<file path="config.mk">
export PLATFORM = sky130hd
export DESIGN_NAME = cobp_top
export DESIGN_NICKNAME = d
export VERILOG_FILES = /design/src/cobp_pkg.sv /design/src/cobp_link_if.sv /design/src/cobp_delay.sv /design/src/cobp_top.sv
export SDC_FILE = /design/constraint.sdc
export NUM_CORES = 1
export LEC_CHECK = 0
export BUFFER_PORTS_ARGS = -buffer_cell sky130_fd_sc_hd__buf_2
export CORE_MARGIN = 5
export CORE_UTILIZATION = 55
export DETAILED_ROUTE_END_ITERATION = 8
export PLACE_DENSITY = 0.73
export SYNTH_ARGS = -nofsm -noshare
export SYNTH_HDL_FRONTEND = slang
export SYNTH_SLANG_ARGS = --single-unit
export TNS_END_PERCENT = 100
</file>
<file path="constraint.sdc">
create_clock -name clock -period 2.5 [get_ports clock]
set_clock_uncertainty 0.1 [all_clocks]
set_input_delay 0.125 -clock clock [delete_from_list [all_inputs] [get_ports clock]]
set_output_delay 0.125 -clock clock [all_outputs]
set_load 0.02 [all_outputs]
</file>
<file path="src/cobp_pkg.sv">
// Package with register map, field layout and widths for the blanking and phase block.
package cobp_pkg;
    localparam int ADDR_W = 4;            // Register address width.
    localparam int DATA_W = 8;            // Register data width.
    localparam int CNT_W = 4;             // Count field width.
    localparam logic [3:0] OFF_RISE_BLANK = 4'h0;  // Rising blanking count register.
    localparam logic [3:0] OFF_FALL_BLANK = 4'h1;  // Falling blanking count register.
    localparam logic [3:0] OFF_RISE_PHASE = 4'h2;  // Rising phase delay register.
    localparam logic [3:0] OFF_FALL_PHASE = 4'h3;  // Falling phase delay register.
    localparam logic [3:0] OFF_STATUS = 4'h4;      // Live status register.
    localparam int FIELD_LSB = 0;         // Low bit of each count field.
    localparam logic [7:0] UNMAPPED_VAL = 8'h00;   // Read value of unmapped offsets.
    localparam logic [3:0] CNT_ZERO = 4'h0;        // Zero count.
    localparam logic [3:0] CNT_ONE = 4'h1;         // Unit step of a count.
    localparam logic [3:0] CNT_INIT = 4'h0;        // Value taken by counters at reset.
    // Status bit positions.
    localparam int ST_RISE_BLANK = 0;     // Rising events blanked.
    localparam int ST_FALL_BLANK = 1;     // Falling events blanked.
    localparam int ST_RISE_WAIT = 2;      // Rising delay in progress.
    localparam int ST_FALL_WAIT = 3;      // Falling delay in progress.
    typedef enum logic {COBP_IDLE, COBP_COUNT} cobp_state_t;  // Delay line state.
endpackage : cobp_pkg

</file>
<file path="src/cobp_link_if.sv">
// Interface carrying one event, its count and delay outcome to a delay stage.
`timescale 1ns/1ps
interface cobp_link_if;
    import cobp_pkg::*;
    logic tick;              // Generator clock period enable.
    logic event_in;          // Accepted event pulse.
    logic [CNT_W-1:0] count; // Delay in generator clock periods.
    logic event_out;         // Delayed event pulse.
    logic busy;              // Delay in progress.
    modport stage (input tick, input event_in, input count, output event_out, output busy);
    modport owner (output tick, output event_in, output count, input event_out, input busy);
endinterface : cobp_link_if

</file>
<file path="src/cobp_delay.sv">
// Delay stage that holds back an event for a programmed number of generator periods.
`timescale 1ns/1ps
module cobp_delay
    import cobp_pkg::*;
(
    input wire logic clock,     // System clock.
    input wire logic rst_b,     // Asynchronous reset, active low.
    cobp_link_if.stage link     // Event, count and result.
);
    cobp_state_t state;         // Idle or counting.
    logic [CNT_W-1:0] remain;   // Periods still to wait.
    logic out_q;                // Registered delayed event.
    wire zero_cnt = (link.count == CNT_ZERO);   // No delay requested.
    wire last_tick = link.tick && (remain == CNT_ONE);  // Final period elapses.
    assign link.event_out = out_q;
    assign link.busy = (state == COBP_COUNT);

    // A new event restarts the wait; zero count passes the event at once.
    always_ff @(posedge clock or negedge rst_b) begin
        if (!rst_b) begin
            state <= COBP_IDLE;
            remain <= CNT_INIT;
            out_q <= 1'b0;
        end else begin
            out_q <= 1'b0;
            case (state)
                COBP_IDLE: begin
                    if (link.event_in && zero_cnt) begin
                        out_q <= 1'b1;  // Pass through with no added delay.
                    end else if (link.event_in) begin
                        remain <= link.count;
                        state <= COBP_COUNT;
                    end
                end
                COBP_COUNT: begin
                    if (link.event_in && zero_cnt) begin
                        out_q <= 1'b1;  // A newer event supersedes the pending one.
                        state <= COBP_IDLE;
                    end else if (link.event_in) begin
                        remain <= link.count;
                    end else if (last_tick) begin
                        out_q <= 1'b1;
                        state <= COBP_IDLE;
                    end else if (link.tick) begin
                        remain <= remain - CNT_ONE;
                    end
                end
                default: state <= COBP_IDLE;
            endcase
        end
    end
endmodule : cobp_delay

</file>
<file path="src/cobp_top.sv">
// Blanking and phase delay stage of a complementary output waveform generator.
`timescale 1ns/1ps
module cobp_top
    import cobp_pkg::*;
#(
    parameter int DIV = 1       // System clocks per generator clock period.
)
(
    input wire logic clock,                 // System clock, 125 MHz.
    input wire logic rst_b,                 // Asynchronous reset, active low.
    input wire logic [ADDR_W-1:0] addr,     // Register address.
    input wire logic [DATA_W-1:0] wdata,    // Write data.
    input wire logic wr,                    // Write strobe.
    input wire logic rd,                    // Read strobe.
    output logic [DATA_W-1:0] rdata,        // Read data, one cycle after rd.
    input wire logic rise_event,            // Rising event input pulse or level.
    input wire logic fall_event,            // Falling event input pulse or level.
    output logic rise_out,                  // Delayed rising event pulse.
    output logic fall_out                   // Delayed falling event pulse.
);
    // Refuse a divider the logic cannot serve.
    initial begin
        if (DIV < 1 || DIV > 65536) begin
            $error("DIV must lie between 1 and 65536.");
        end
    end

    // Count fields; no reset so prior values survive ordinary resets.
    logic [CNT_W-1:0] rise_blank_count;     // Rising event blanking count.
    logic [CNT_W-1:0] fall_blank_count;     // Falling event blanking count.
    logic [CNT_W-1:0] rise_phase_count;     // Rising phase delay count.
    logic [CNT_W-1:0] fall_phase_count;     // Falling phase delay count.

    logic [15:0] div_cnt;                   // Generator period divider.
    logic tick;                             // One cycle per generator period.
    logic rise_q;                           // Previous rising input level.
    logic fall_q;                           // Previous falling input level.
    logic [CNT_W-1:0] rise_blank_left;      // Periods left blanking falls.
    logic [CNT_W-1:0] fall_blank_left;      // Periods left blanking rises.

    // Write decode for each count register.
    wire wr_rb = wr && (addr == OFF_RISE_BLANK);
    wire wr_fb = wr && (addr == OFF_FALL_BLANK);
    wire wr_rp = wr && (addr == OFF_RISE_PHASE);
    wire wr_fp = wr && (addr == OFF_FALL_PHASE);
    wire [CNT_W-1:0] wfield = wdata[FIELD_LSB +: CNT_W];  // Upper bits dropped.

    // Edges of the event inputs.
    wire rise_edge = rise_event && !rise_q;
    wire fall_edge = fall_event && !fall_q;
    // Blanking gates: a non-zero window suppresses the opposite input.
    wire fall_blanked = (rise_blank_left != CNT_ZERO);
    wire rise_blanked = (fall_blank_left != CNT_ZERO);
    wire rise_ok = rise_edge && !rise_blanked;
    wire fall_ok = fall_edge && !fall_blanked;

    cobp_link_if rise_link ();              // Rising delay stage link.
    cobp_link_if fall_link ();              // Falling delay stage link.

    assign rise_link.tick = tick;
    assign rise_link.event_in = rise_ok;
    assign rise_link.count = rise_phase_count;
    assign fall_link.tick = tick;
    assign fall_link.event_in = fall_ok;
    assign fall_link.count = fall_phase_count;

    // Rising edge phase delay.
    cobp_delay u_rise (
        .clock (clock),
        .rst_b (rst_b),
        .link (rise_link.stage)
    );

    // Falling edge phase delay.
    cobp_delay u_fall (
        .clock (clock),
        .rst_b (rst_b),
        .link (fall_link.stage)
    );

    // Status word showing the block's live state.
    wire [DATA_W-1:0] status = {{(DATA_W-4){1'b0}}, fall_link.busy, rise_link.busy,
                                fall_blanked, rise_blanked};

    // Read selection; upper field bits always read as zero.
    wire [DATA_W-1:0] read_mux =
        (addr == OFF_RISE_BLANK) ? {{(DATA_W-CNT_W){1'b0}}, rise_blank_count} :
        (addr == OFF_FALL_BLANK) ? {{(DATA_W-CNT_W){1'b0}}, fall_blank_count} :
        (addr == OFF_RISE_PHASE) ? {{(DATA_W-CNT_W){1'b0}}, rise_phase_count} :
        (addr == OFF_FALL_PHASE) ? {{(DATA_W-CNT_W){1'b0}}, fall_phase_count} :
        (addr == OFF_STATUS) ? status : UNMAPPED_VAL;

    // Count registers: written by software, untouched by reset.
    always_ff @(posedge clock) begin
        if (wr_rb) rise_blank_count <= wfield;
        if (wr_fb) fall_blank_count <= wfield;
        if (wr_rp) rise_phase_count <= wfield;
        if (wr_fp) fall_phase_count <= wfield;
    end

    // Read data register, valid only in the cycle after the strobe.
    always_ff @(posedge clock or negedge rst_b) begin
        if (!rst_b) begin
            rdata <= UNMAPPED_VAL;
        end else begin
            rdata <= rd ? read_mux : UNMAPPED_VAL;
        end
    end

    // Generator clock divider.
    always_ff @(posedge clock or negedge rst_b) begin
        if (!rst_b) begin
            div_cnt <= '0;
            tick <= 1'b0;
        end else if (div_cnt == 16'(DIV - 1)) begin
            div_cnt <= '0;
            tick <= 1'b1;
        end else begin
            div_cnt <= div_cnt + 16'h0001;
            tick <= 1'b0;
        end
    end

    // Input edge history.
    always_ff @(posedge clock or negedge rst_b) begin
        if (!rst_b) begin
            rise_q <= 1'b0;
            fall_q <= 1'b0;
        end else begin
            rise_q <= rise_event;
            fall_q <= fall_event;
        end
    end

    // Blanking window after an accepted rising event; zero gives none.
    always_ff @(posedge clock or negedge rst_b) begin
        if (!rst_b) begin
            rise_blank_left <= CNT_INIT;
        end else if (rise_ok) begin
            rise_blank_left <= rise_blank_count;
        end else if (tick && fall_blanked) begin
            rise_blank_left <= rise_blank_left - CNT_ONE;
        end
    end

    // Blanking window after an accepted falling event; zero gives none.
    always_ff @(posedge clock or negedge rst_b) begin
        if (!rst_b) begin
            fall_blank_left <= CNT_INIT;
        end else if (fall_ok) begin
            fall_blank_left <= fall_blank_count;
        end else if (tick && rise_blanked) begin
            fall_blank_left <= fall_blank_left - CNT_ONE;
        end
    end

    // Outputs registered once more so they come straight from flip-flops.
    always_ff @(posedge clock or negedge rst_b) begin
        if (!rst_b) begin
            rise_out <= 1'b0;
            fall_out <= 1'b0;
        end else begin
            rise_out <= rise_link.event_out;
            fall_out <= fall_link.event_out;
        end
    end
endmodule : cobp_top

</file>
[Yosys cells after proc, flatten, opt, wreduce, memory -nomap -nowiden]
Index checks and enable logic that the tools add are counted.
Widths: inputs -> output; s select.
Storage, ports and cells
  logic and storage cells: 118
  output and inout port bits: 10
  flip-flop bits (word level): 61
Cells by class
  reductions and logical operators: 28
  bitwise gates (word level): 2
  add/subtract/negate cells: 5
  multiplexer cells: 48
  equality and inequality tests: 16
Operator list (count)
  $mux 4: 22
  $mux 1: 19
  $add 16x1->16 const B: 1
  $logic_not 16->1: 1
  $mux 16: 1
  $pmux 4 s2: 2
  $sub 4x1->4 const B: 4
  $logic_and 1x1->1: 14
  $eq 4x1->1 const B: 3
  $logic_not 4->1: 3
  $ne 3x2->1 const B: 4
  $reduce_and 5->1: 2
  $eq 4x2->1 const B: 2
  $ne 2x2->1 const B: 4
  $pmux 1 s2: 4
  $reduce_bool 4->1: 2
  $eq 4x3->1 const B: 1
  $logic_not 1->1: 4
  $ne 2x1->1 const B: 2
  $reduce_bool 2->1: 2
  $not 1->1: 2

[Logic depth before layout (Yosys ltp)]
Gate-level depths: netlist of the first run.
  word-level depth: 7
  depth in mapped cells: 8

[Cells and area by module]
From an unflattened synthesis of the first run, not the netlist that was laid out.
Unflattened totals
  cells, all modules: 282
  area total of the unflattened synthesis: 3061.7 µm²
By module, submodules not included
  cobp_top: times used 1, area an instance 2328.5 µm², cells each 204, seq. area each 1306.3 µm²
  cobp_delay: times used 2, area an instance 366.6 µm², cells each 39, seq. area each 150.1 µm²

[Worst setup path before layout of the first run]
No wires, ideal clock.
  path kind: register to register
  start point: register rise_blank_left[0]
  end point: register u_fall.remain[0]
  period minus slack after synthesis: 2.028 ns
  data required time: 2.276 ns
  setup time: 0.124 ns
  arrival time: 1.804 ns
  buffers on the path: 1
  cell stages (with the launch flop): 8
  slack: 0.472 ns
  path through: dfrtp_1 > inv_1 > ha_1 > or3b_1 > buf_6 > o2111a_2 > and4_4 > a211o_1
On the way
  cells in the longest elaborated chain, start to end: 6
  elaborated cells on any way between the ends: 13
  classes of those cells: eq/ne (5); mux (3); reduce/logical (5)
RTL lines
  start: declaration: RTL line cobp_top.sv:38  | logic [CNT_W-1:0] rise_blank_left;
  start signal: assignment: RTL line cobp_top.sv:140  | rise_blank_left <= rise_blank_count;
  start signal: assignment: RTL line cobp_top.sv:142  | rise_blank_left <= rise_blank_left - CNT_ONE;
  $reduce_bool 4->1 (*): RTL line cobp_top.sv:52  | wire fall_blanked = (rise_blank_left != CNT_ZERO);
  $logic_not 1->1 (*): RTL line cobp_top.sv:55  | wire fall_ok = fall_edge && !fall_blanked;
  $logic_and 1x1->1 (*): RTL line cobp_top.sv:55
  $mux 4 or $logic_and 1x1->1 (tied branches): RTL line cobp_delay.sv:39, cobp_delay.sv:28, cobp_delay.sv:36
  $mux 4 or $ne 2x2->1 (tied branches)
  $pmux 4 s2 or $reduce_and 5->1 (tied branches)
  end signal: assignment: RTL line cobp_delay.sv:31  | remain <= link.count;
  end signal: assignment: RTL line cobp_delay.sv:40  | remain <= link.count;
  end signal: assignment: RTL line cobp_delay.sv:45  | remain <= remain - CNT_ONE;
  end: declaration: RTL line cobp_delay.sv:11  | logic [CNT_W-1:0] remain;
Every way passes the cells marked *; elsewhere a longest branch is shown, timed or not. The select of a mux whose other input is x is not followed.
A chain may end at the register's enable or synchronous reset.

[Worst setup path after layout of the first run]
Ends and elaborated chain as after synthesis.

==> results_dict.tcl, run 1 <==
set metrics [dict create \
    io_pins 28 \
    r2r_cells 6 \
    design.core.area_um2 5170 \
    die_h_um 83.4 \
    hold_viol_final 0 \
    number_of_synthesized_flops_with_an_enable_pin 16 \
    worst-endpoint-arrival_ns 2.27 \
    clkSlewWorstSetupHoldPaths_ns 0.06 \
    worstHoldStart "wr" \
    clock_latency_on_the_worst_skew_pair_ns 0.32 \
    cts_max_path_buffers 2 \
    routabilityCongestion 0.875 \
    setup.worst_path.end_class "register" \
    max_freq_mhz 463 \
    cts_made_buffers 9 \
    min_period_ns 2.16 \
    wirelength_um 5530 \
    detail_route.drc_violations 0 \
    yosys_register_bits 61 \
    period_share_pct 86.3 \
    grt_setup_unrepaired "no" \
    insertedDiodeCount 0 \
    worst_pin_slew_ns 0.961 \
    worstHoldPathType "input port to register" \
    nets 321 \
    timing.max_cap.violations 0 \
    fin_ws_ns 0.342 \
    slew_violations 0 \
    clock_sinks 61 \
    crit_path_max_fanout 7 \
    setup_viol 0 \
    grt_antenna_before_repair 0 \
    yosysSeqAreaShare_pct 54.2 \
    synth_top_flop_cell "sky130_fd_sc_hd__dfrtp_1" \
    yosysWarningCount 0 \
    rows 26 \
    post_drt_wl_per_cell_um 14.9 \
    crit_path_start_kind "register" \
    post_cts_setup_buffer_count 0 \
    cellLeakagePower_nw 1.49 \
    cp.required_ns 2.61 \
    floorplan.initialDensity_pct 57.3 \
    timing.critical_path.to "u_fall.remain[0]$_DFFE_PN0P_" \
    r2r_setup_slack_ns 0.34 \
    grt_usage_pct 17.1 \
    postPlaceCellArea_um2 3100 \
    final.fill_count 422 \
    power_density_nw_per_um2 857 \
    worstHoldPathCells 2 \
    grt_start_max_net_pins 46 \
    finalCoreUtilization_pct 65.3 \
    areaGrowthSynthToFinish_pct 13.9 \
    tritoncts_clock_tree "built" \
    post_placement_worst_setup_slack_ns 0.339 \
    grt_pass1_vias 2068 \
    synthesized_cell_area_um2 2970 \
    grt_overflow_total 0 \
    dr.first_iter.drc_count 116 \
    floorplan.die_area_um2 6960 \
    slew-limit-headroom_pct 35.9 \
    status "complete, no violations" \
    h-tree-depth 3 \
    worst_r2r_endpoint "u_fall.remain[0]$_DFFE_PN0P_" \
    asyncSetResetFlopFracSynth_pct 73.8 \
    setup_tns_ns 0 \
    postRouteAntennaNets 0 \
    final_design_area_no_fill_um2 3380 \
    post_synth_inst_count 262 \
    report.power.total_mw 2.90 \
    ctsRootBufferMaster "sky130_fd_sc_hd__clkbuf_8" \
    drt-vias-per-instance 5.54 \
    syn-mean-instance-area_um2 11.3 \
    synth_cell_types 49 \
    post_detail_place_hpwl_um 3980 \
    dr.pass1.iters 4 \
    power.ir.vdd_worst_mv 0.389 \
    timing.setup.critical_path_class "register to register" \
    fraction_of_layout_cells_with_a_size_suffix_above_1_pct 14.3 \
    die_width_um 83.4 \
    r2r_start "rise_blank_left[0]$_DFFE_PN0P_" \
    io_buffer_count 19 \
    cp-startpoint "rise_blank_left[0]$_DFFE_PN0P_" \
    vias 2049 \
    grt_first_pass_wirelength_um 9510 \
]
sequential cells by signal (all words and copies together) (netlist names):
signal and cells:
rise_blank_count 4, rise_q 1, u_fall.link.event_out 1, fall_link.count 4, u_fall.link.busy 1, rdata 4
fall_out 1, fall_blank_count 4, fall_q 1, u_rise.remain 4, rise_out 1, div_cnt 16
u_rise.link.event_out 1, fall_link.tick 1, fall_blank_left 4, rise_link.count 4, u_fall.remain 4, rise_blank_left 4
u_rise.link.busy 1
how the worst min path moves through the flow:
stage	to	slack, ns
global placement	fall_q$_DFF_PN0_	0.15
CTS	fall_blank_count[1]$_DFFE_PP_	0.16
floorplan	div_cnt[0]$_DFF_PN0_	-0.27
detailed placement	fall_q$_DFF_PN0_	0.15
finish	fall_blank_count[1]$_DFFE_PP_	0.17
global route	fall_blank_count[1]$_DFFE_PP_	0.17
stage by stage:
step / hold slack (ns) / std cells
finish: 0.168 / 370
global route: 0.169 / 370
CTS: 0.155 / 370
detailed placement: 0.150 / 344
global placement: 0.148 / 344
floorplan: -0.271 / 265
synth_stat cells (3+ instances only):
cell type,count,area share (%)
sky130_fd_sc_hd__a21oi_1,11,1.9
sky130_fd_sc_hd__and3_1,4,0.84
sky130_fd_sc_hd__buf_4,4,1.0
sky130_fd_sc_hd__clkbuf_1,4,0.51
sky130_fd_sc_hd__dfrtp_1,45,38
sky130_fd_sc_hd__edfxtp_1,16,16
sky130_fd_sc_hd__ha_1,8,3.4
sky130_fd_sc_hd__inv_1,17,2.2
sky130_fd_sc_hd__mux2i_1,11,3.7
sky130_fd_sc_hd__nand2_1,11,1.4
sky130_fd_sc_hd__nand3_1,14,2.4
sky130_fd_sc_hd__nand4_1,6,1.3
sky130_fd_sc_hd__nor2_1,14,1.8
sky130_fd_sc_hd__nor2b_1,4,0.84
sky130_fd_sc_hd__nor3_1,4,0.68
sky130_fd_sc_hd__nor4_1,7,1.5
sky130_fd_sc_hd__o21ai_0,9,1.5
sky130_fd_sc_hd__o22ai_1,5,1.1
sky130_fd_sc_hd__o2bb2ai_1,4,1.2
sky130_fd_sc_hd__or3_1,3,0.63
sky130_fd_sc_hd__xnor2_1,14,4.1
sky130_fd_sc_hd__xor2_1,4,1.2
power by group:
| group | switching (mW) | total (mW) | internal, mW |
|---|---|---|---|
| clock network | 0.336 | 0.746 | 0.410 |
| logic | 0.433 | 0.826 | 0.393 |
| registers | 0.132 | 1.33 | 1.19 |
layout make-up:
type	count	area, um2	area share (%)
Multi-Input combinational cell	176	1250	36.9
Timing Repair Buffer	30	203	6.00
Tap cell	70	87.6	2.59
Clock inverter	2	8.76	0.259
Clock buffer	14	163	4.81
Inverter	17	63.8	1.89
Sequential cell	61	1610	47.6
per-layer routing:
layer	vias up	global-route usage [%]	part of all wire, %
met2	38	27.8	48
li1	1016	-	-
met4	0	7.89	2.1
met1	981	21.4	46
met3	14	4.06	3.8
met5	-	0	0
cells by family (layout without fill, tap and decap cells):
family / count (synthesis) / in the layout / share of synthesized area (%)
and+or+nand+nor: 89 / 89 / 17.7
other: 1 / 4 / 0.126
buffers and inverters: 28 / 63 / 4.39
DFF: 61 / 61 / 54.2
muxes: 15 / 15 / 5.23
xor gates and xnor gates: 18 / 18 / 5.32
adders and majority gates: 8 / 8 / 3.38
AOI/OAI and AO/OA: 42 / 42 / 9.70
cells in the final DEF (no fill, tap or decap), types with 3 or more instances in the layout:
| cell | netlist | layout |
|---|---|---|
| sky130_fd_sc_hd__dfrtp_1 | 45 | 45 |
| sky130_fd_sc_hd__buf_2 | 2 | 19 |
| sky130_fd_sc_hd__inv_1 | 17 | 17 |
| sky130_fd_sc_hd__edfxtp_1 | 16 | 16 |
| sky130_fd_sc_hd__nor2_1 | 14 | 14 |
| sky130_fd_sc_hd__nand3_1 | 14 | 14 |
| sky130_fd_sc_hd__xnor2_1 | 14 | 14 |
| sky130_fd_sc_hd__nand2_1 | 11 | 11 |
| sky130_fd_sc_hd__mux2i_1 | 11 | 11 |
| sky130_fd_sc_hd__a21oi_1 | 11 | 11 |
| sky130_fd_sc_hd__clkbuf_8 | 0 | 11 |
| sky130_fd_sc_hd__dlygate4sd3_1 | 0 | 10 |
| sky130_fd_sc_hd__o21ai_0 | 9 | 9 |
| sky130_fd_sc_hd__ha_1 | 8 | 8 |
| sky130_fd_sc_hd__nor4_1 | 7 | 7 |
| sky130_fd_sc_hd__nand4_1 | 6 | 6 |
| sky130_fd_sc_hd__o22ai_1 | 5 | 5 |
| sky130_fd_sc_hd__and3_1 | 4 | 4 |
| sky130_fd_sc_hd__xor2_1 | 4 | 4 |
| sky130_fd_sc_hd__nor2b_1 | 4 | 4 |
| sky130_fd_sc_hd__o2bb2ai_1 | 4 | 4 |
| sky130_fd_sc_hd__nor3_1 | 4 | 4 |
| sky130_fd_sc_hd__conb_1 | 1 | 4 |
| sky130_fd_sc_hd__or3_1 | 3 | 3 |
| sky130_fd_sc_hd__clkbuf_1 | 4 | 3 |
critical path, cell delays in order (launching register included):
cell and delay [ns]:
sky130_fd_sc_hd__dfrtp_1 0.37, sky130_fd_sc_hd__inv_1 0.09, sky130_fd_sc_hd__ha_1 0.19, sky130_fd_sc_hd__or3b_1 0.50
sky130_fd_sc_hd__or2_1 0.35, sky130_fd_sc_hd__and4_4 0.20, sky130_fd_sc_hd__a211o_1 0.25
timing repair:
item / in CTS / in global routing
hold buffers: 10 / 0
resized for setup: 0 / 1
endpoints found under the setup margin: 0 / 1
hold endpoints to repair: 67 / 0
Note: power is estimated with default switching activity, not from simulation.
==> inputs of run 2 (changes only) <==
--- a/config.mk
+++ b/config.mk
@@ -12,5 +12,6 @@
 export PLACE_DENSITY = 0.73
 export SYNTH_ARGS = -nofsm -noshare
 export SYNTH_HDL_FRONTEND = slang
+export SYNTH_HIERARCHICAL = 1
 export SYNTH_SLANG_ARGS = --single-unit
 export TNS_END_PERCENT = 100
==> run 2 against run 1 <==
Global-route usage rose by 2.0 points. Sequential cell count unchanged. Maximum frequency is 10% lower. Routed wire length grew 14%. Clock-buffer cell count shrank 1. Worst setup slack worse by 0.24 ns. Synthesized cell count grew 7.6%. Critical endpoint is now u_rise/remain[0]$_DFFE_PN0P_. Largest power group unchanged.
==> results_dict.tcl, run 2 <==
set metrics [dict create \
    drt-vias-per-instance 5.77 \
    timing.max_cap.violations 0 \
    crit_chain "inv_2 > ha_2 > or3b_4 > or2_4 > clkinv_1 > nand2b_1 > or4_4 > and2_4 > a2bb2oi_1" \
    synthesized_cell_area_um2 3060 \
    rows 27 \
    post_synth_main_area_contributors "sky130_fd_sc_hd__dfrtp_1, sky130_fd_sc_hd__edfxtp_1, sky130_fd_sc_hd__ha_1, sky130_fd_sc_hd__nand2b_1, sky130_fd_sc_hd__a21oi_1" \
    worst-endpoint-arrival_ns 2.52 \
    routabilityCongestion 0.833 \
    nets 348 \
    grt_setup_unrepaired "no" \
    timing.setup.critical_path_class "register to register" \
    largest_stage_delay_on_the_critical_path_ns 0.45 \
    insertedDiodeCount 0 \
    yosysWarningCount 6 \
    max_freq_mhz 417 \
    grt_usage_pct 19.1 \
    final_std_cells_w_o_fill 399 \
    number_of_synthesized_flops_with_an_enable_pin 16 \
    post_detail_place_hpwl_um 4390 \
    vias 2304 \
    synth_cell_types 51 \
    period_share_pct 96.0 \
    grt_overflow_total 0 \
    io_buffer_count 19 \
    postRouteAntennaNets 0 \
    io_pins 28 \
    grt_antenna_before_repair 0 \
    cp.required_ns 2.62 \
    r2r_setup_slack_ns 0.10 \
    grt_pass1_vias 2331 \
    power.ir.vdd_worst_mv 0.450 \
    tritoncts_clock_tree "built" \
    grt_first_pass_wirelength_um 10800 \
    largest-register "div_cnt" \
    synth.largest_area_cell "sky130_fd_sc_hd__dfrtp_1" \
    cts_max_path_buffers 2 \
    die_width_um 84.6 \
    final.fill_count 438 \
    yosysSeqAreaShare_pct 52.5 \
    cts_made_buffers 9 \
    post_placement_worst_setup_slack_ns 0.0899 \
    floorplan.initialDensity_pct 55.9 \
    layout.cells.most_common "sky130_fd_sc_hd__dfrtp_1" \
    worstHoldPathType "input port to register" \
    post_drt_wl_per_cell_um 15.7 \
    critical-path-top-delay-family "simple AND/OR/NAND/NOR gates" \
    h-tree-depth 3 \
    most_repeated_cell_in_the_gate_level_netlist_after_synthesis "sky130_fd_sc_hd__dfrtp_1" \
    cellLeakagePower_nw 1.58 \
    fin_ws_ns 0.100 \
    die_h_um 84.6 \
    areaGrowthSynthToFinish_pct 16.8 \
    asyncSetResetFlopFracSynth_pct 73.8 \
    clock_latency_on_the_worst_skew_pair_ns 0.34 \
    slew-limit-headroom_pct 33.1 \
    worst_pin_slew_ns 1.00 \
    report.power.total_mw 3.24 \
    detail_route.drc_violations 0 \
    min_period_ns 2.40 \
    hold_viol_final 0 \
    setup_viol 0 \
    syn-mean-instance-area_um2 10.9 \
    post_synth_inst_count 282 \
    crit_buf_inv 2 \
    synth_top_flop_cell "sky130_fd_sc_hd__dfrtp_1" \
    critPathSlowestCell "sky130_fd_sc_hd__or4_4" \
    ctsRootBufferMaster "sky130_fd_sc_hd__clkbuf_8" \
    crit_path_start_kind "register" \
    crit_path_max_fanout 5 \
    setup.worst_path.end_class "register" \
    final_cell_mix "sky130_fd_sc_hd__dfrtp_1, sky130_fd_sc_hd__buf_2, sky130_fd_sc_hd__a21oi_1, sky130_fd_sc_hd__nand2_1, sky130_fd_sc_hd__edfxtp_1" \
    largest_reg_flops 16 \
    clkSlewWorstSetupHoldPaths_ns 0.07 \
    finalCoreUtilization_pct 65.3 \
    power_density_nw_per_um2 905 \
    wirelength_um 6280 \
    clock_sinks 61 \
    floorplan.die_area_um2 7160 \
    post-place-cells 372 \
    design.core.area_um2 5470 \
    slew_violations 0 \
    dr.pass1.iters 4 \
    status "complete, no violations" \
    synth_top_area_share_pct 36.8 \
    grt_start_max_net_pins 46 \
    dr.first_iter.drc_count 197 \
    setup_tns_ns 0 \
    yosys_register_bits 61 \
    fraction_of_layout_cells_with_a_size_suffix_above_1_pct 17.4 \
    commonest_cells_in_the_synthesized_netlist "sky130_fd_sc_hd__dfrtp_1, sky130_fd_sc_hd__a21oi_1, sky130_fd_sc_hd__edfxtp_1, sky130_fd_sc_hd__inv_1, sky130_fd_sc_hd__nand2_1" \
]
-- run 2: changes by cell type in the layout (fill, tap and decap cells not counted), sizes merged, moves of 5 or more --
cell	delta
buf	+6
a21oi	+6
xnor2	-8
a31oi	+6
nand2	+5
nand2b	+13
-- run 2: worst paths after layout --
kind	from	end	depth (start not counted)
worst min-delay path	addr[3]	rdata[0]$_DFF_PN0_	3
worst min register to register	u_fall/link.event_out$_DFF_PN0_	fall_out$_DFF_PN0_	0
min in group asynchronous	rst_b	fall_blank_left[1]$_DFFE_PN0P_	2
worst max register to register	fall_blank_left[0]$_DFFE_PN0P_	u_rise/remain[0]$_DFFE_PN0P_	9
max in group asynchronous	rst_b	u_rise/link.busy$_DFF_PN0_	2
worst max-delay path	fall_blank_left[0]$_DFFE_PN0P_	u_rise/remain[0]$_DFFE_PN0P_	9
-- run 2: power breakdown --
part	internal, mW	switching [mW]
registers	1.19	0.158
clock network	0.567	0.398
logic	0.458	0.466
total	2.21	1.02
-- run 2: cell families (layout without fill, tap and decap cells) --
| family | Yosys count | in the layout | share of synthesized area (%) |
|---|---|---|---|
| compound gates | 54 | 54 | 11.4 |
| xor+xnor | 13 | 13 | 3.72 |
| fa+ha+maj | 8 | 8 | 3.27 |
| buf+inv | 25 | 67 | 3.68 |
| flops | 61 | 61 | 52.5 |
| mux | 7 | 7 | 2.29 |
| other cells | 1 | 4 | 0.122 |
| simple gates | 113 | 113 | 23.1 |
-- run 2: cell type report --
cell class	instances	area, um2	area share (%)
flip-flops and latches	61	1610	44.9
clock buffers	13	213	5.95
inverters	17	63.8	1.78
well taps	72	90.1	2.52
multi-input cells	199	1360	37.9
clock inverters	3	18.8	0.525
repair buffers	34	228	6.37
-- run 2: worst reg2reg max path: cells and delay by family (launching register included) --
family | cells | cell delay [ns]
adder cells (fa/ha/maj) | 1 | 0.16
flip-flops | 1 | 0.40
AO/OA/AOI/OAI | 1 | 0.12
AND/OR/NAND/NOR | 5 | 1.35
buffers and inverters | 2 | 0.14
-- run 2: what timing repair did --
item	CTS	global route
hold buffers	8	0
endpoints found under the setup margin	0	4
setup buffers	0	3
gates resized for setup	0	2
hold endpoints to repair	65	0
-- run 2: metrics by stage --
step | cell area [um2] | hold WS (ns)
2_1_floorplan | 3070 | -0.271
3_3_place_gp | 3240 | 0.151
3_5_place_dp | 3240 | 0.156
4_1_cts | 3550 | 0.0208
5_1_grt | 3580 | 0.0360
6_report | 3580 | 0.0287
-- run 2: layer usage --
layer  global-route usage (%)  part of all wire [%]
met1                     24.1                    43
met2                     30.7                    49
met5                        0                     0
met4                     7.91                   2.6
met3                     5.50                   5.1
==> inputs of run 3 (changes only) <==
--- a/config.mk
+++ b/config.mk
@@ -6,9 +6,11 @@
 export NUM_CORES = 1
 export LEC_CHECK = 0
 export BUFFER_PORTS_ARGS = -buffer_cell sky130_fd_sc_hd__buf_2
+export CORE_ASPECT_RATIO = 0.5
 export CORE_MARGIN = 5
 export CORE_UTILIZATION = 55
 export DETAILED_ROUTE_END_ITERATION = 8
+export HOLD_SLACK_MARGIN = 0.1
 export PLACE_DENSITY = 0.73
 export SYNTH_ARGS = -nofsm -noshare
 export SYNTH_HDL_FRONTEND = slang
==> run 3 against run 2 <==
Maximum frequency shrank 1.2%. Routed wire length increased by 2.5%. Worst setup slack got worse by 0.030 ns. Critical endpoint unchanged. Register-to-register slack lost 0.03 ns. Clock-buffer cell count fell by 3. Clock power fell by 4.1%. Die area up 1.3%.
==> results_dict.tcl, run 3 (synthesis gave the netlist of run 2 again) <==
set metrics [dict create \
    cts_made_buffers 9 \
    r2r_setup_slack_ns 0.07 \
    postRouteAntennaNets 0 \
    grt_antenna_before_repair 0 \
    tritoncts_clock_tree "built" \
    setup.worst_path.end_class "register" \
    floorplan.die_area_um2 7250 \
    largest-register "div_cnt" \
    die_h_um 62.8 \
    cp-startpoint "fall_blank_left[0]$_DFFE_PN0P_" \
    power.ir.vdd_worst_mv 0.527 \
    power_density_nw_per_um2 896 \
    clockPowerShare_pct 28.9 \
    grt_usage_pct 19.7 \
    fraction_of_layout_cells_with_a_size_suffix_above_1_pct 15.8 \
    h-tree-depth 3 \
    largest_reg_flops 16 \
    status "complete, no violations" \
    insertedDiodeCount 0 \
    hold_viol_final 0 \
    worst_pin_slew_ns 0.614 \
    power_switching_share_pct 31.4 \
    design.core.area_um2 5440 \
    multiInputGateArea_um2 1350 \
    layout.cells.most_common "sky130_fd_sc_hd__dfrtp_1" \
    areaGrowthSynthToFinish_pct 16.6 \
    worst-endpoint-arrival_ns 2.56 \
    period_share_pct 97.2 \
    dr.pass1.iters 4 \
    min_period_ns 2.43 \
    die_width_um 116 \
    crit_path_start_kind "register" \
    ff_latch_area_um2 1610 \
    grt_first_pass_wirelength_um 11200 \
    final.fill_count 432 \
    clkSlewWorstSetupHoldPaths_ns 0.07 \
    clock_sinks 61 \
    grt_pass1_vias 2404 \
    worst_r2r_endpoint "u_rise/remain[0]$_DFFE_PN0P_" \
    relative_contribution_of_combinational_cells_to_total_power_pct 29.0 \
    p_seq_share_pct 42.1 \
    wirelength_um 6440 \
    routabilityCongestion 0.866 \
    p_int_mw 2.20 \
    drt-vias-per-instance 5.69 \
    setup_viol 0 \
    fin_ws_ns 0.0700 \
    slew-limit-headroom_pct 59.0 \
    cp.required_ns 2.63 \
    r2r_start "fall_blank_left[0]$_DFFE_PN0P_" \
    rows 19 \
    io_pins 28 \
    final_cell_mix "sky130_fd_sc_hd__dfrtp_1, sky130_fd_sc_hd__buf_2, sky130_fd_sc_hd__a21oi_1" \
    worstHoldPathType "input port to register" \
    cts_max_path_buffers 2 \
    worstHoldStart "wr" \
    floorplan.initialDensity_pct 56.2 \
    timing.hold.ws_ns 0.172 \
    max_freq_mhz 412 \
    io_buffer_count 19 \
    post_placement_worst_setup_slack_ns 0.110 \
    timing.setup.critical_path_class "register to register" \
    detail_route.drc_violations 0 \
    post_detail_place_hpwl_um 4580 \
    p_switching_mw 1.00 \
    vias 2286 \
    r2r_cells 9 \
    timing.max_cap.violations 0 \
    crit_path_max_fanout 5 \
    ctsRootBufferMaster "sky130_fd_sc_hd__clkbuf_8" \
    dr.first_iter.drc_count 201 \
    slew_violations 0 \
    grt_start_max_net_pins 26 \
    timing.critical_path.to "u_rise/remain[0]$_DFFE_PN0P_" \
    post_drt_wl_per_cell_um 16.0 \
    clock_latency_on_the_worst_skew_pair_ns 0.34 \
    grt_overflow_total 0 \
    cellLeakagePower_nw 1.58 \
    nets 350 \
]
==> run 3: how the worst min path moves through the flow <==
stage                                               end  slack, ns  depth (start not counted)
after detailed placement          div_cnt[15]$_DFF_PN0_       0.07                          1
after floorplan                    div_cnt[0]$_DFF_PN0_      -0.27                          0
after global routing      rise_blank_count[0]$_DFFE_PP_       0.16                          2
final                     rise_blank_count[0]$_DFFE_PP_       0.17                          2
after CTS                 rise_blank_count[0]$_DFFE_PP_       0.15                          2
after global placement            div_cnt[15]$_DFF_PN0_       0.06                          1
==> run 3: timing repair <==
item / in CTS / in global routing
hold buffers: 10 / 0
setup endpoints to repair: 0 / 2
hold endpoints to repair: 48 / 0
buffers inserted: 0 / 1
gates resized for setup: 0 / 0
==> run 3: through the flow <==
step,cells,power (mW),TNS [ns],utilization (%),area [um2]
floorplan,285,2.00,0,-,3070
global placement,375,2.19,0,59.8,3260
detailed placement,375,2.25,0,59.8,3260
CTS,401,3.20,0,65.4,3560
global route,402,3.41,-0.000160,65.5,3570
finish,402,3.20,0,65.5,3570
==> run 3: cell type report <==
| type | count | area share [%] |
|---|---|---|
| Clock inverter | 6 | 2.17 |
| Sequential cell | 61 | 45.0 |
| Tap cell | 73 | 2.56 |
| Timing Repair Buffer | 36 | 6.94 |
| Inverter | 17 | 1.79 |
| Multi-Input combinational cell | 199 | 37.9 |
| Clock buffer | 10 | 3.58 |
==> run 3: power groups by stage <==
| stage | Combinational [mW] | Sequential, mW | Clock [mW] |
|---|---|---|---|
| floorplan | 0.675 | 1.32 | 0 |
| global placement | 0.842 | 1.35 | 0 |
| detailed placement | 0.886 | 1.36 | 0 |
| CTS | 0.909 | 1.34 | 0.948 |
| finish | 0.926 | 1.35 | 0.925 |
| global route | 1.04 | 1.37 | 0.993 |
==> run 3: per-layer routing <==
metal | track usage [%] | share of wire [%]
met2 | 31.1 | 48
met1 | 25.5 | 46
met5 | 0 | 0
met3 | 6.00 | 4.5
met4 | 7.76 | 1.6
==> run 3: critical path, cell delays in order, from the launching register on <==
cell and delay (ns):
sky130_fd_sc_hd__dfrtp_1 0.40, sky130_fd_sc_hd__inv_1 0.08, sky130_fd_sc_hd__ha_1 0.16, sky130_fd_sc_hd__or3b_4 0.38, sky130_fd_sc_hd__or2_4 0.28, sky130_fd_sc_hd__clkinv_1 0.08
sky130_fd_sc_hd__nand2b_1 0.06, sky130_fd_sc_hd__or4_4 0.46, sky130_fd_sc_hd__and2_4 0.18, sky130_fd_sc_hd__a2bb2oi_1 0.12
